<file path="src/bridge_decoder_pkg.sv">
package bridge_decoder_pkg;
    // ---------------------------------------------------------------
    // address map
    // ---------------------------------------------------------------
    localparam logic [31:0] BRIDGE_BASE = 32'h4000_0000;
    localparam logic [11:0] BRIDGE_WIN_TAG = 12'h400;   // addr[31:20], 1024 KB window
    localparam int SLOT_SHIFT = 12;                      // 4 KB slots
    localparam int NUM_SLOTS = 129;
    localparam int SLOT_W = 8;
    localparam logic [7:0] ON_PLATFORM_SLOTS = 8'h20;    // 32 slots, 128 KB
    localparam logic [7:0] ORDINARY_SLOTS = 8'h80;       // 32 + 96 slots
    localparam logic [7:0] GPIO_SLOT = 8'h0f;
    localparam logic [7:0] GPIO_ALIAS_SLOT = 8'h80;
    localparam logic [7:0] GPIO_ALIAS_PAGE = 8'hff;      // addr[19:12] of 0x400f_f000
    // one bit per ordinary slot, bit n for slot n
    localparam logic [127:0] POPULATED = 128'h26d8_1cf0_0004_0300_2f8e_0011_0000_8000;
    localparam logic [127:0] NARROW8 = 128'hf9ff_ffff_0004_0000_0002_0000_0000_0000;
    localparam logic [127:0] NARROW16 = 128'h0000_0000_0000_0000_0000_0010_0000_0000;
    // ---------------------------------------------------------------
    // width codes and private bus map
    // ---------------------------------------------------------------
    typedef enum logic [1:0] {W8 = 2'h0, W16 = 2'h1, W32 = 2'h2} width_t;
    localparam logic [31:0] PRIV_BASE = 32'he000_0000;
    localparam logic [31:0] SYSTEM_CONTROL_SPACE_LO = 32'he000_e000;
    localparam logic [31:0] SYSTEM_CONTROL_SPACE_HI = 32'he000_efff;
    localparam logic [31:0] NESTED_IRQ_CONTROLLER_LO = 32'he000_e100;
    localparam logic [31:0] NESTED_IRQ_CONTROLLER_HI = 32'he000_ecff;
    localparam logic [31:0] SCB_LO = 32'he000_ed00;
    localparam logic [31:0] SCB_HI = 32'he000_ed8f;
    localparam logic [31:0] CORE_ROM_SPACE_LO = 32'he00f_f000;
    localparam logic [31:0] CORE_ROM_SPACE_HI = 32'he00f_ffff;
    localparam logic [11:0] PRIV_TAG = 12'he00;
    localparam int ERR_CYCLES = 2;
endpackage : bridge_decoder_pkg

</file>
<file path="src/peripheral_bridge_decoder.sv">
`timescale 1ns/1ns
// Function
// respond on one crossbar port to window 0x4000_0000..0x400f_ffff
// first 128 KB: 32 slots of 4 KB, one enable each
// next 384 KB: 96 more 4 KB slots, one enable each
// slot 128 at 0x400f_f000 aliases GPIO slot 15
// GPIO also reached directly by the core without bridge wait states
// cleared clock gate bit disables that module's slot
// absent or disabled slot access ends in transfer error
// unimplemented offset inside a slot ends in transfer error
// master reads back a written register before dependent actions
// slots 0-95 and 128 are 32 bit; 49, 82 are 8; 36 is 16
// slots 96-127 are 8 bit except 121 and 122 at 32
// slot n based at 0x4000_0000 plus n times 4 KB
// only listed slots populated; all others unimplemented
// private region accepts only core accesses
// control space 0xe000_e000; irq controller e100; control block ed00
// core rom space 0xe00f_f000..ffff; other private ranges reserved
// error is two-cycle response with no module enable
// enables low and no transfers accepted during reset; core_gpio_enable and the private selects do not depend on arst_n
module peripheral_bridge_decoder (
    // clock and reset
    input wire logic mclk,
    input wire logic arst_n,
    // crossbar slave port
    input wire logic xbar_sel,
    input wire logic [31:0] xbar_addr,
    input wire logic xbar_from_core,
    output logic xbar_ready,
    output logic xbar_err,
    // per-slot side
    input wire logic [127:0] slot_clk_gate,
    input wire logic [127:0] slot_offset_ok,
    input wire logic [127:0] slot_done,
    output logic [127:0] slot_enable,
    output logic [1:0] slot_width,
    output logic [11:0] slot_offset,
    // core direct GPIO and private bus
    input wire logic core_gpio_sel,
    output logic core_gpio_enable,
    input wire logic priv_sel,
    input wire logic [31:0] priv_addr,
    input wire logic priv_from_core,
    output logic priv_system_control_space_sel,
    output logic priv_nested_irq_controller_sel,
    output logic priv_scb_sel,
    output logic priv_core_rom_space_sel,
    output logic priv_err
);
    import bridge_decoder_pkg::*;

    typedef enum logic [3:0] {
        S_IDLE = 4'b0001, S_ACCESS = 4'b0010, S_ERR1 = 4'b0100, S_ERR2 = 4'b1000
    } state_t;

    // ---------------------------------------------------------------
    // decode helpers
    // ---------------------------------------------------------------
    function automatic logic [7:0] slot_of(input logic [31:0] a);
        if (a[19:12] == GPIO_ALIAS_PAGE) begin
            slot_of = GPIO_SLOT;
        end else if (a[19] == 1'b0) begin
            slot_of = a[19:12];
        end else begin
            slot_of = 8'hff; // reserved hole above slot 127
        end
    endfunction : slot_of

    function automatic width_t width_of(input logic [7:0] s);
        if (NARROW16[s[6:0]]) begin
            width_of = W16;
        end else if (NARROW8[s[6:0]]) begin
            width_of = W8;
        end else begin
            width_of = W32;
        end
    endfunction : width_of

    // ---------------------------------------------------------------
    // transfer decode
    // ---------------------------------------------------------------
    logic in_window;
    logic [7:0] dec_slot;
    logic slot_live;
    assign in_window = (xbar_addr[31:20] == BRIDGE_WIN_TAG);
    assign dec_slot = slot_of(xbar_addr);
    // disabled or absent slots are refused before any enable fires
    assign slot_live = (dec_slot < ORDINARY_SLOTS) && POPULATED[dec_slot[6:0]]
                       && slot_clk_gate[dec_slot[6:0]];

    state_t state_r, state_nxt;
    logic [127:0] en_r, en_nxt;
    logic [1:0] width_r, width_nxt;
    logic [11:0] off_r, off_nxt;
    logic [6:0] idx_r, idx_nxt;

    // ---------------------------------------------------------------
    // transfer sequencer
    // ---------------------------------------------------------------
    always_comb begin
        state_nxt = state_r;
        en_nxt = en_r;
        width_nxt = width_r;
        off_nxt = off_r;
        idx_nxt = idx_r;
        unique case (state_r)
            S_IDLE: begin
                if (xbar_sel && in_window) begin
                    if (slot_live && slot_offset_ok[dec_slot[6:0]]) begin
                        state_nxt = S_ACCESS;
                        idx_nxt = dec_slot[6:0];
                        en_nxt = 128'h1 << dec_slot[6:0];
                        width_nxt = width_of(dec_slot);
                        off_nxt = xbar_addr[11:0];
                    end else begin
                        state_nxt = S_ERR1;
                    end
                end
            end
            S_ACCESS: begin
                if (slot_done[idx_r]) begin
                    state_nxt = S_IDLE;
                    en_nxt = '0;
                end
            end
            S_ERR1: state_nxt = S_ERR2;
            S_ERR2: state_nxt = S_IDLE;
        endcase
    end

    // registers only; reset keeps every slot enable low
    always_ff @(posedge mclk or negedge arst_n) begin
        if (!arst_n) begin
            state_r <= S_IDLE;
            en_r <= '0;
            width_r <= W32;
            off_r <= 12'h000;
            idx_r <= 7'h00;
        end else begin
            state_r <= state_nxt;
            en_r <= en_nxt;
            width_r <= width_nxt;
            off_r <= off_nxt;
            idx_r <= idx_nxt;
        end
    end

    assign slot_enable = en_r;
    assign slot_width = width_r;
    assign slot_offset = off_r;
    // error holds ready low in the first cycle and high in the second
    assign xbar_err = (state_r == S_ERR1) || (state_r == S_ERR2);
    assign xbar_ready = ((state_r == S_ACCESS) && slot_done[idx_r])
                        || (state_r == S_ERR2);

    // core direct GPIO path bypasses the sequencer, no wait states
    assign core_gpio_enable = core_gpio_sel && slot_clk_gate[GPIO_SLOT[6:0]];

    // ---------------------------------------------------------------
    // private bus decode
    // ---------------------------------------------------------------
    logic priv_ok;
    assign priv_ok = priv_sel && priv_from_core && (priv_addr[31:20] == PRIV_TAG);
    assign priv_system_control_space_sel = priv_ok && (priv_addr >= SYSTEM_CONTROL_SPACE_LO)
                                           && (priv_addr <= SYSTEM_CONTROL_SPACE_HI);
    assign priv_nested_irq_controller_sel = priv_ok && (priv_addr >= NESTED_IRQ_CONTROLLER_LO)
                                            && (priv_addr <= NESTED_IRQ_CONTROLLER_HI);
    assign priv_scb_sel = priv_ok && (priv_addr >= SCB_LO) && (priv_addr <= SCB_HI);
    assign priv_core_rom_space_sel = priv_ok && (priv_addr >= CORE_ROM_SPACE_LO)
                                     && (priv_addr <= CORE_ROM_SPACE_HI);
    // reserved ranges and non-core masters get an error
    assign priv_err = priv_sel && !priv_system_control_space_sel
                      && !priv_core_rom_space_sel;

    // ---------------------------------------------------------------
    // assertions
    // ---------------------------------------------------------------
    property p_err_two;
        @(posedge mclk) disable iff (!arst_n)
        (state_r == S_IDLE && xbar_sel && in_window && !slot_live)
            |=> xbar_err && !xbar_ready ##1 xbar_err && xbar_ready;
    endproperty
    a_err_two: assert property (p_err_two) else $error("error response not two cycles");

    property p_no_en_on_err;
        @(posedge mclk) disable iff (!arst_n)
        xbar_err |-> (slot_enable == '0);
    endproperty
    a_no_en_on_err: assert property (p_no_en_on_err) else $error("enable during error");

    property p_gated;
        @(posedge mclk) disable iff (!arst_n)
        (state_r == S_IDLE && xbar_sel && in_window && !slot_clk_gate[dec_slot[6:0]])
            |=> slot_enable == '0;
    endproperty
    a_gated: assert property (p_gated) else $error("gated slot enabled");

    property p_onehot;
        @(posedge mclk) disable iff (!arst_n)
        $onehot0(slot_enable);
    endproperty
    a_onehot: assert property (p_onehot) else $error("multiple slot enables");

    property p_populated;
        @(posedge mclk) disable iff (!arst_n)
        (slot_enable != '0) |-> POPULATED[idx_r] && slot_enable[idx_r];
    endproperty
    a_populated: assert property (p_populated) else $error("empty slot enabled");

    property p_alias;
        @(posedge mclk) disable iff (!arst_n)
        (state_r == S_IDLE && xbar_sel && xbar_addr[31:12] == 20'h400ff && slot_live
         && slot_offset_ok[15]) |=> slot_enable[15] && slot_width == 2'h2;
    endproperty
    a_alias: assert property (p_alias) else $error("gpio alias not routed");

    property p_priv_core;
        @(posedge mclk) disable iff (!arst_n)
        !priv_from_core |-> !(priv_system_control_space_sel || priv_core_rom_space_sel);
    endproperty
    a_priv_core: assert property (p_priv_core) else $error("private bus reached by non-core");

    property p_width;
        @(posedge mclk) disable iff (!arst_n)
        $rose(slot_enable[36]) |-> slot_width == 2'h1;
    endproperty
    a_width: assert property (p_width) else $error("slot 36 width wrong");
endmodule : peripheral_bridge_decoder

</file>
<file path="config.mk">
export PLATFORM = sky130hd
export DESIGN_NAME = peripheral_bridge_decoder
export DESIGN_NICKNAME = d
export VERILOG_FILES = /design/src/bridge_decoder_pkg.sv /design/src/peripheral_bridge_decoder.sv
export SDC_FILE = /design/constraint.sdc
export NUM_CORES = 1
export LEC_CHECK = 0
export ABC_AREA = 1
export BUFFER_PORTS_ARGS = -buffer_cell sky130_fd_sc_hd__buf_4
export CAP_MARGIN = 10
export CELL_PAD_IN_SITES_DETAIL_PLACEMENT = 1
export CELL_PAD_IN_SITES_GLOBAL_PLACEMENT = 1
export CORE_AREA = 2 2 236 238
export CTS_CLUSTER_SIZE = 24
export DETAILED_ROUTE_END_ITERATION = 8
export DIE_AREA = 0 0 238 240
export PLACE_DENSITY = 0.6
export SLEW_MARGIN = 20
export SYNTH_ARGS = -nofsm -noshare
export SYNTH_HDL_FRONTEND = slang
export SYNTH_SLANG_ARGS = --single-unit
</file>
<file path="constraint.sdc">
create_clock -name mclk -period 3.82 [get_ports mclk]
set_clock_uncertainty 0.2 [all_clocks]
set_input_delay 0.382 -clock mclk [delete_from_list [all_inputs] [get_ports mclk]]
set_output_delay 0.382 -clock mclk [all_outputs]
set_load 0.005 [all_outputs]
</file>
==> results of run 1 <==
==> sequential cells by signal (all words and copies together), names as in the netlist <==
signal / flops
slot_width: 2
idx_r: 7
state_r: 4
slot_enable: 128
slot_offset: 12
==> layout by cell type, fill, tap and decap left out, types with 4 or more instances in the layout <==
cell and instances:
nor2_4 4, buf_4 622, buf_12 13, a21boi_1 10, nand4_1 6, nand3_1 359, o211ai_1 5, inv_1 62
o21ai_0 15, nor4_1 13, clkinvlp_4 7, nor3_1 10, clkbuf_16 17, a21oi_1 16, o21ai_1 8, ha_1 5
a21boi_0 54, nor2_1 128, dlygate4sd3_1 10, or2_2 11, inv_2 7, nand2_1 674, dfrtp_1 150
==> power by group through the flow <==
stage | Combinational (uW) | Sequential, uW | Clock [uW]
final | 1440 | 1730 | 1720
after global placement | 1420 | 1760 | 0
after CTS | 1460 | 1730 | 1770
after global routing | 1600 | 1740 | 1830
after detailed placement | 1450 | 1760 | 0
after floorplan | 669 | 1750 | 0
==> worst paths after layout <==
kind,slack (ns),to,from
worst max-delay path,0.29,slot_enable[27],idx_r[1]
worst min-delay path,0.01,slot_offset[7],xbar_addr[7]
worst max register to register,0.29,slot_enable[27],idx_r[1]
worst min register to register,0.27,slot_enable[53],slot_enable[53]
max in group asynchronous,2.14,slot_enable[17],arst_n
min in group asynchronous,0.39,slot_enable[46],arst_n
==> per-stage QoR <==
stage	instance area, sq um	cells	hold WS, ns	setup slack (ns)	util
after floorplan	10800	1688	-0.114	1.07	-
after global placement	16000	2908	0.263	0.278	0.293
after detailed placement	16000	2908	0.262	0.142	0.293
after CTS	16700	2949	0.00566	0.0554	0.305
after global routing	16700	2952	0.00601	0.00703	0.305
final	16700	2952	0.0127	0.287	0.305
==> final cells by class <==
type / count / area (sq um) / area share
multi-input combinational: 1342 / 6050 / 0.363
sequential: 153 / 3830 / 0.230
tap: 704 / 881 / 0.0528
timing repair buffer: 647 / 5050 / 0.303
antenna: 2 / 5.00 / 0.000300
timing repair inverter: 1 / 7.51 / 0.000450
clock buffer: 18 / 439 / 0.0263
clock inverter: 13 / 145 / 0.00869
inverter: 72 / 277 / 0.0166
==> cells by family after synthesis <==
logic type | after synthesis | share of synthesized area
and+or+nand+nor | 1223 | 0.483
adders and majority gates | 5 | 0.00581
DFF | 153 | 0.356
AOI/OAI and AO/OA | 114 | 0.0706
buffers and inverters | 193 | 0.0846
==> metal layers <==
| layer | up-vias | global-route usage | routed length [microns] |
|---|---|---|---|
| li1 | 6552 | - | - |
| met1 | 6476 | 0.234 | 24200 |
| met2 | 325 | 0.351 | 29200 |
| met3 | 51 | 0.0402 | 3260 |
| met4 | 0 | 0.0502 | 1210 |
| met5 | - | 0 | 0 |
==> repair_timing <==
item	4_1_cts	5_1_grt
hold buffers	10	0
hold endpoints to repair	90	0
resized for setup	0	3
setup endpoints to repair	0	129
==> critical path, delay by kind of cell (launching register included) <==
kind,cells,cell delay [ns]
buffers and inverters,2,0.85
AOI/OAI and AO/OA,1,0.19
and+or+nand+nor,11,1.61
DFF,1,0.49
==> results.sh, run 1 <==
export IMPL_outcome="complete, no violations"
export IMPL_clockRootBuffer="clkbuf_16"
export IMPL_async_flop_share=1.00
export IMPL_drv_cap=0
export IMPL_core_area_sq_um=54700
export IMPL_critPathCaptureType="register"
export IMPL_drv_slew=0
export IMPL_powerDensity_nw_per_um2=293
export IMPL_numClockSinks=153
export IMPL_worstMarginPinSlew_ns=0.971
export IMPL_path_class="reg -> reg"
export IMPL_period_share=0.925
export IMPL_synth_ff_type="dfrtp_1"
export IMPL_antenna_found_initial=2
export IMPL_globalplace_congestion=0.870
export IMPL_post_cts_setup_buffers=0
export IMPL_power_internal_uw=3290
export IMPL_critPathArrivalTime_ns=3.61
export IMPL_holdCritPathClass="in -> reg"
export IMPL_cp_start_kind="register"
export IMPL_combPwrFrac=0.294
export IMPL_maxSlewHeadroom=0.351
export IMPL_clock_power_share=0.352
export IMPL_postRouteAntennaNets=0
export IMPL_yosysUniqueCellTypes=38
export IMPL_area_growth_pct=54.9
export IMPL_die_y_microns=240
export IMPL_finalPower_uw=4890
export IMPL_cts_inserted_buffers=17
export IMPL_grt_max_degree=85
export IMPL_via_per_inst=4.54
export IMPL_grt_usage=0.194
export IMPL_seqPwrFrac=0.353
export IMPL_vias=13400
export IMPL_die_area_sq_um=57100
export IMPL_ys_ff_latch=153
export IMPL_grt_pass1_vias=14000
export IMPL_worstPathRequired_ns=3.90
export IMPL_fin_setup_tns_ns=0
export IMPL_clock_latency_ns=0.43
export IMPL_p_sw_uw=1600
export IMPL_num_rows=86
export IMPL_synth_area_leaders="dfrtp_1, nand2_1, nand3_1, nor2_1, a21boi_0"
export IMPL_drt_first_pass_iters=5
export IMPL_synth_largest_area_cell="dfrtp_1"
export IMPL_io_pins=605
export IMPL_wirelength_mm=57.9
export IMPL_start_util=0.197
export IMPL_clk_path_buf_depth=2
export IMPL_clk_pin_slew_worst_paths_ns=0.06
export IMPL_avgSynthCellArea_sq_um=6.38
export IMPL_switching_share=0.327
export IMPL_synthCells=1688
export IMPL_yosysTopAreaCellShare=0.351
export IMPL_grt_setup_unrepaired="no"
export IMPL_slowest_delay_ns=0.49
export IMPL_fin_nets=2694
export IMPL_yosysWarnings=0
export IMPL_grt_ovfl_total=0
export IMPL_leakage_uw=0.00899
export IMPL_drive_above_1_share=0.314
export IMPL_cts_tree="built"
export IMPL_fill_cells=6842
export IMPL_hold_viol=0
export IMPL_port_buffers=603
export IMPL_wl_per_cell_microns=19.6
export IMPL_r2r_cells=14
export IMPL_path_max_fanout=64
export IMPL_slowest_stage="dfrtp_1"
export IMPL_synthTopCellsByCount="nand2_1, nand3_1, dfrtp_1"
export IMPL_hpwlAfterDp_mm=45.2
export IMPL_yosysSeqAreaShare=0.356
export IMPL_fin_crit_ns=3.53
export IMPL_drtIter0Drc=592
export IMPL_syn_area_sq_um=10800
export IMPL_synth_edff_count=0
export IMPL_ir_drop_mv=0.347
export IMPL_final_setup_viol_count=0
export IMPL_synth_most_common_cell="nand2_1"
export IMPL_drc=0
export IMPL_htreeDepth=4
export IMPL_path_cells="clkinvlp_4 > nand3_1 > nand3_1 > nand3_1 > nand2_1 > nand2_1 > nand3_1 > nand3b_1 > nand2_1 > nand2_1 > nand2_1 > nor2_4 > buf_6 > a21boi_0"
export IMPL_hold_path_depth=3
export IMPL_grt_pass1_wl_mm=85.4
export IMPL_synth_nets=2148
export IMPL_die_width_microns=238
export IMPL_max_freq_ghz=0.283
export IMPL_crit_path_frequent_cell="nand2_1"
Power figures use the tool's default switching activity.
==> run 2, diff against run 1 <==
--- a/config.mk
+++ b/config.mk
@@ -11,7 +11,7 @@
 export CELL_PAD_IN_SITES_DETAIL_PLACEMENT = 1
 export CELL_PAD_IN_SITES_GLOBAL_PLACEMENT = 1
 export CORE_AREA = 2 2 236 238
-export CTS_CLUSTER_SIZE = 24
+export CTS_CLUSTER_SIZE = 25
 export DETAILED_ROUTE_END_ITERATION = 8
 export DIE_AREA = 0 0 238 240
 export PLACE_DENSITY = 0.6
==> constraint.sdc (replaced) <==
create_clock -name mclk -period 3.82 [get_ports mclk]
set_clock_uncertainty 0.2 [all_clocks]
set_input_delay 0.764 -clock mclk [delete_from_list [all_inputs] [get_ports mclk]]
set_output_delay 0.764 -clock mclk [all_outputs]
set_load 0.005 [all_outputs]
==> run 2 against run 1 <==
  * Cell area is essentially flat
  * Total power shrank 0.97%
  * Largest power group unchanged
  * Global-route usage is essentially flat
==> results.sh, run 2 (synthesis gave the netlist of run 1 again) <==
export IMPL_outcome="complete, no violations"
export IMPL_start_util=0.197
export IMPL_drv_cap=0
export IMPL_crit_path_frequent_cell="nand2_1"
export IMPL_die_y_microns=240
export IMPL_reg2reg_from="idx_r[0]"
export IMPL_grt_max_degree=68
export IMPL_grt_setup_unrepaired="no"
export IMPL_worstPathRequired_ns=2.86
export IMPL_hpwlAfterDp_mm=45.7
export IMPL_period_share=0.928
export IMPL_max_freq_ghz=0.282
export IMPL_grt_usage=0.194
export IMPL_drt_first_pass_iters=5
export IMPL_critPathCaptureType="primary output"
export IMPL_port_buffers=603
export IMPL_fin_setup_tns_ns=0
export IMPL_leakage_uw=0.00903
export IMPL_ff2ff_setup_slack_ns=0.73
export IMPL_clk_path_buf_depth=2
export IMPL_slowest_stage="dfrtp_2"
export IMPL_clockRootBuffer="clkbuf_16"
export IMPL_drc=0
export IMPL_path_class="reg -> out"
export IMPL_layout_common_cells="nand2_1, buf_4, nand3_1"
export IMPL_cts_resized=0
export IMPL_powerDensity_nw_per_um2=290
export IMPL_grt_ovfl_total=0
export IMPL_maxSlewHeadroom=0.590
export IMPL_numClockSinks=153
export IMPL_largest_reg_flops=128
export IMPL_area_growth_pct=54.8
export IMPL_postRouteAntennaNets=0
export IMPL_holdCritPathClass="in -> async"
export IMPL_io_pins=605
export IMPL_vias=13500
export IMPL_path_cells="inv_2 > buf_12 > nand2_1 > nand3_1 > nand3_1 > nand3_1 > nand2_1 > nand2_1 > nand3_1 > nand3b_1 > nand2_1 > nand2_1 > nand2_1 > nor2_1 > buf_4"
export IMPL_hold_viol=0
export IMPL_fin_nets=2698
export IMPL_cp_start_kind="register"
export IMPL_num_rows=86
export IMPL_grt_pass1_vias=14200
export IMPL_die_area_sq_um=57100
export IMPL_core_area_sq_um=54700
export IMPL_dpl_worst_slack_ns=0.00162
export IMPL_layout_setup_ws_ns=0.277
export IMPL_cts_inserted_buffers=17
export IMPL_holdBufCountCts=0
export IMPL_post_cts_setup_buffers=0
export IMPL_cts_tree="built"
export IMPL_worstMarginPinSlew_ns=0.615
export IMPL_r2r_cells=16
export IMPL_regToRegEndpoint="slot_enable[9]"
export IMPL_path_max_fanout=32
export IMPL_slowest_delay_ns=0.44
export IMPL_final_common_cell="nand2_1"
export IMPL_via_per_inst=4.56
export IMPL_globalplace_congestion=0.865
export IMPL_wl_per_cell_microns=19.5
export IMPL_drtIter0Drc=542
export IMPL_final_setup_viol_count=0
export IMPL_clock_latency_ns=0.43
export IMPL_clk_pin_slew_worst_paths_ns=0.07
export IMPL_fin_crit_ns=3.54
export IMPL_drv_slew=0
export IMPL_die_width_microns=238
export IMPL_wirelength_mm=57.6
export IMPL_drive_above_1_share=0.320
export IMPL_critPathArrivalTime_ns=2.58
export IMPL_ir_drop_mv=0.276
export IMPL_antenna_found_initial=2
export IMPL_htreeDepth=4
export IMPL_grt_pass1_wl_mm=85.5
run 2: cell count changes in the layout (fill, tap and decap cells not counted), sizes merged:
cell         previous run  this run
inv                    73        75
dlygate4sd3            10         0
buf                   637       651
clkinv                  4         5
clkbuf                 18        20
bufinv                  2         1
clkinvlp                7         3
run 2: critical path: cells and delay by family (launching register included):
family                 cells  cell delay [ns]
DFF                        1             0.44
buffers and inverters      3             0.46
and+or+nand+nor           12             1.22
run 2: layer usage:
| metal | vias up | routed length [microns] | global-route usage |
|---|---|---|---|
| li1 | 6569 | - | - |
| met1 | 6524 | 23700 | 0.229 |
| met2 | 336 | 29200 | 0.353 |
| met3 | 45 | 3480 | 0.0458 |
| met4 | 0 | 1160 | 0.0475 |
| met5 | - | 0 | 0 |
run 2: final cells by class:
class | instances | area [sq um]
repair buffers | 652 | 5070
clock inverters | 12 | 115
clock buffers | 19 | 453
well taps | 704 | 881
inverters | 72 | 273
flip-flops and latches | 153 | 3830
fillers | 6921 | 38000
diodes | 2 | 5.00
multi-input cells | 1342 | 6060
run 2: how the worst max path moves through the flow:
stage	from	end	slack (ns)	cells past startpoint
floorplan	xbar_addr[19]	slot_enable[100]	0.68	20
global placement	xbar_addr[19]	slot_enable[10]	0.12	16
detailed placement	xbar_addr[19]	slot_enable[90]	0.002	16
CTS	idx_r[0]	xbar_ready	0.11	15
global route	idx_r[0]	xbar_ready	0.02	15
finish	idx_r[0]	xbar_ready	0.28	15
run 2: where the power goes:
| part | internal (uW) | switching, uW |
|---|---|---|
| combinational | 634 | 809 |
| clock | 935 | 738 |
| sequential | 1690 | 41.5 |
run 2: per-stage QoR:
| step | util | hold WS, ns | total power, uW | instance area (sq um) | std cells |
|---|---|---|---|---|---|
| 2_1_floorplan | - | 0.249 | 2420 | 10800 | 1688 |
| 3_3_place_gp | 0.294 | 0.264 | 3200 | 16100 | 2922 |
| 3_5_place_dp | 0.294 | 0.263 | 3230 | 16100 | 2922 |
| 4_1_cts | 0.305 | 0.115 | 4920 | 16600 | 2953 |
| 5_1_grt | 0.305 | 0.126 | 5130 | 16700 | 2956 |
| 6_report | 0.305 | 0.0880 | 4840 | 16700 | 2956 |
==> run 3, diff against run 2 <==
--- a/config.mk
+++ b/config.mk
@@ -5,17 +5,17 @@
 export SDC_FILE = /design/constraint.sdc
 export NUM_CORES = 1
 export LEC_CHECK = 0
-export ABC_AREA = 1
 export BUFFER_PORTS_ARGS = -buffer_cell sky130_fd_sc_hd__buf_4
 export CAP_MARGIN = 10
 export CELL_PAD_IN_SITES_DETAIL_PLACEMENT = 1
 export CELL_PAD_IN_SITES_GLOBAL_PLACEMENT = 1
-export CORE_AREA = 2 2 236 238
+export CORE_AREA = 2 2 234 236
 export CTS_CLUSTER_SIZE = 25
 export DETAILED_ROUTE_END_ITERATION = 8
-export DIE_AREA = 0 0 238 240
-export PLACE_DENSITY = 0.6
+export DIE_AREA = 0 0 236 238
+export PLACE_DENSITY = 0.55
 export SLEW_MARGIN = 20
 export SYNTH_ARGS = -nofsm -noshare
 export SYNTH_HDL_FRONTEND = slang
 export SYNTH_SLANG_ARGS = --single-unit
+export TNS_END_PERCENT = 10
==> run 3 against run 2 <==
  * The run now ends with setup timing left
  * Synthesized area shrank 10%
  * Global-route usage shrank 0.18 points
  * Clock-buffer cell count grew 2
  * Non-clock buffer count grew 71
  * Utilization grew 0.42 points
  * Routed wire length shrank 3.5%
  * Via count shrank 19%
  * Worst hold slack gained 0.077 ns
  * Die area shrank 1.7%
  * Total power shrank 9.2%
  * Synthesized cell count shrank 40%
  * Critical endpoint unchanged
==> results.sh, run 3 <==
export IMPL_outcome="finished with violations"
export IMPL_violations="setup timing"
export IMPL_grt_usage=0.192
export IMPL_powerDensity_nw_per_um2=266
export IMPL_drtIter0Drc=492
export IMPL_num_rows=85
export IMPL_design_area_sq_um=16600
export IMPL_synth_nets=1469
export IMPL_largest_reg_flops=128
export IMPL_area_growth_pct=71.2
export IMPL_antenna_found_initial=3
export IMPL_met1_length_mm=23.3
export IMPL_critPathCaptureType="primary output"
export IMPL_synth_edff_count=0
export IMPL_layout_setup_ws_ns=-0.0849
export IMPL_maxSlewHeadroom=0.468
export IMPL_ys_ff_latch=153
export IMPL_fin_nets=2128
export IMPL_holdCritPathClass="in -> async"
export IMPL_vias=10900
export IMPL_final_setup_viol_count=1
export IMPL_place_inst=2334
export IMPL_port_buffers=599
export IMPL_yosysWarnings=0
export IMPL_via_per_inst=4.60
export IMPL_hpwlAfterDp_mm=45.4
export IMPL_postRouteAntennaNets=0
export IMPL_clock_latency_ns=0.43
export IMPL_numClockSinks=153
export IMPL_cts_tree="built"
export IMPL_worstPathRequired_ns=2.86
export IMPL_leakage_uw=0.00804
export IMPL_path_max_fanout=9
export IMPL_placed_area_sq_um=15800
export IMPL_grt_pass1_wl_mm=80.3
export IMPL_globalplace_congestion=0.902
export IMPL_clk_pin_slew_worst_paths_ns=0.07
export IMPL_wl_met2_mm=27.7
export IMPL_ir_drop_mv=0.267
export IMPL_wirelength_mm=55.5
export IMPL_topRoutingLayerUsed="met4"
export IMPL_io_pins=605
export IMPL_clockRootBuffer="clkbuf_16"
export IMPL_async_flop_share=1.00
export IMPL_die_area_sq_um=56200
export IMPL_layout_common_cells="buf_4, dfrtp_1, nand2_1"
export IMPL_drc=0
export IMPL_core_area_sq_um=53500
export IMPL_grt_ovfl_total=0
export IMPL_grt_setup_unrepaired="yes"
export IMPL_yosysUniqueCellTypes=72
export IMPL_drv_slew=0
export IMPL_worstMarginPinSlew_ns=0.798
export IMPL_drive_above_1_share=0.508
export IMPL_synth_largest_area_cell="dfrtp_1"
export IMPL_synthCells=1009
export IMPL_max_freq_ghz=0.256
export IMPL_die_y_microns=238
export IMPL_holdBufCountCts=0
export IMPL_stdcell_count=2379
export IMPL_synth_ff_type="dfrtp_1"
export IMPL_drv_cap=0
export IMPL_htreeDepth=4
export IMPL_path_class="reg -> out"
export IMPL_synthTopCellsByCount="dfrtp_1, nand2_1, and2_1"
export IMPL_start_util=0.181
export IMPL_avgSynthCellArea_sq_um=9.58
export IMPL_yosysTopAreaCellShare=0.391
export IMPL_period_share=1.02
export IMPL_critPathArrivalTime_ns=2.94
export IMPL_yosysSeqAreaShare=0.396
export IMPL_hold_viol=0
export IMPL_final_common_cell="buf_4"
export IMPL_synth_most_common_cell="dfrtp_1"
export IMPL_die_width_microns=236
export IMPL_route_met3_wl_mm=3.60
export IMPL_cp_start_kind="register"
export IMPL_synth_area_leaders="dfrtp_1, mux4_2, and2_1, nand2_1, mux2_2"
export IMPL_syn_area_sq_um=9670
export IMPL_drt_first_pass_iters=4
export IMPL_cts_inserted_buffers=17
export IMPL_grt_pass1_vias=12000
export IMPL_wl_per_cell_microns=23.3
export IMPL_fin_crit_ns=3.90
export IMPL_grt_max_degree=79
export IMPL_clk_path_buf_depth=2
-- run 3: cell types whose count changed after synthesis, sizes merged, moves of 41 or more --
cell	delta
nor2	-88
mux2i	+41
o21ai	+47
nand3	-298
a21boi	-62
and2	+77
inv	-64
mux2	+41
buf	-51
nand2	-555
-- run 3: where the power goes --
part	switching [uW]	total (uW)	internal, uW
clock network	704	1680	980
registers	29.4	1670	1640
logic	473	1050	575
-- run 3: layout make-up --
type	instances	area (sq um)
multi-input cells	763	5490
flip-flops and latches	153	3830
well taps	696	871
fillers	6228	36900
diodes	2	5.00
inverters	10	41.3
repair buffers	723	5740
clock inverters	11	124
clock buffers	21	450
-- run 3: per-stage QoR --
| step | util | TNS [ns] | hold slack, ns | total power [uW] | worst slack [ns] |
|---|---|---|---|---|---|
| 2_1_floorplan | - | 0 | 0.268 | 2050 | 0.0655 |
| 3_3_place_gp | 0.295 | -50.02 | 0.270 | 2720 | -0.404 |
| 3_5_place_dp | 0.295 | -61.38 | 0.271 | 2740 | -0.483 |
| 4_1_cts | 0.306 | -0.133 | 0.190 | 4460 | -0.133 |
| 5_1_grt | 0.309 | -0.242 | 0.206 | 4620 | -0.242 |
| 6_report | 0.309 | -0.0849 | 0.165 | 4400 | -0.0849 |
-- run 3: critical path: stages (launching register included) --
cell	delay (ns)
dfrtp_2	0.44
buf_12	0.16
mux4_2	0.34
mux2i_1	0.08
mux2_4	0.27
a211o_1	0.28
a211oi_2	0.25
buf_4	0.16
nand3b_1	0.08
a211oi_2	0.26
buf_4	0.17
-- run 3: kinds of logic after synthesis --
family	Yosys count	share of synthesized area
and+or+nand+nor	415	0.222
muxes	118	0.174
AOI/OAI and AO/OA	224	0.158
buffers and inverters	93	0.0428
adders and majority gates	5	0.00647
xor gates and xnor gates	1	0.000906
DFF	153	0.396
-- run 3: what timing repair did --
item / in CTS / in global routing
cloned: 0 / 3
endpoints found under the setup margin: 21 / 150
pin swaps: 0 / 5
buffers inserted: 0 / 8
resized for setup: 4 / 12
-- run 3: final timing paths --
kind                            startpoint              end  slack (ns)  cells past startpoint
max in group asynchronous           arst_n       state_r[0]        2.40                      2
min                                 arst_n  slot_enable[26]        0.16                      1
max                               idx_r[1]       xbar_ready       -0.08                     10
min reg2reg                slot_enable[59]  slot_enable[59]        0.29                      1
max reg2reg                       idx_r[1]  slot_enable[18]        0.50                     13
min in group mclk          slot_enable[59]  slot_enable[59]        0.29                      1
-- run 3: metal layers --
metal | GRT usage | up-vias
met5 | 0 | -
met4 | 0.0401 | 0
met3 | 0.0495 | 49
met2 | 0.338 | 363
met1 | 0.237 | 5474
li1 | - | 5059
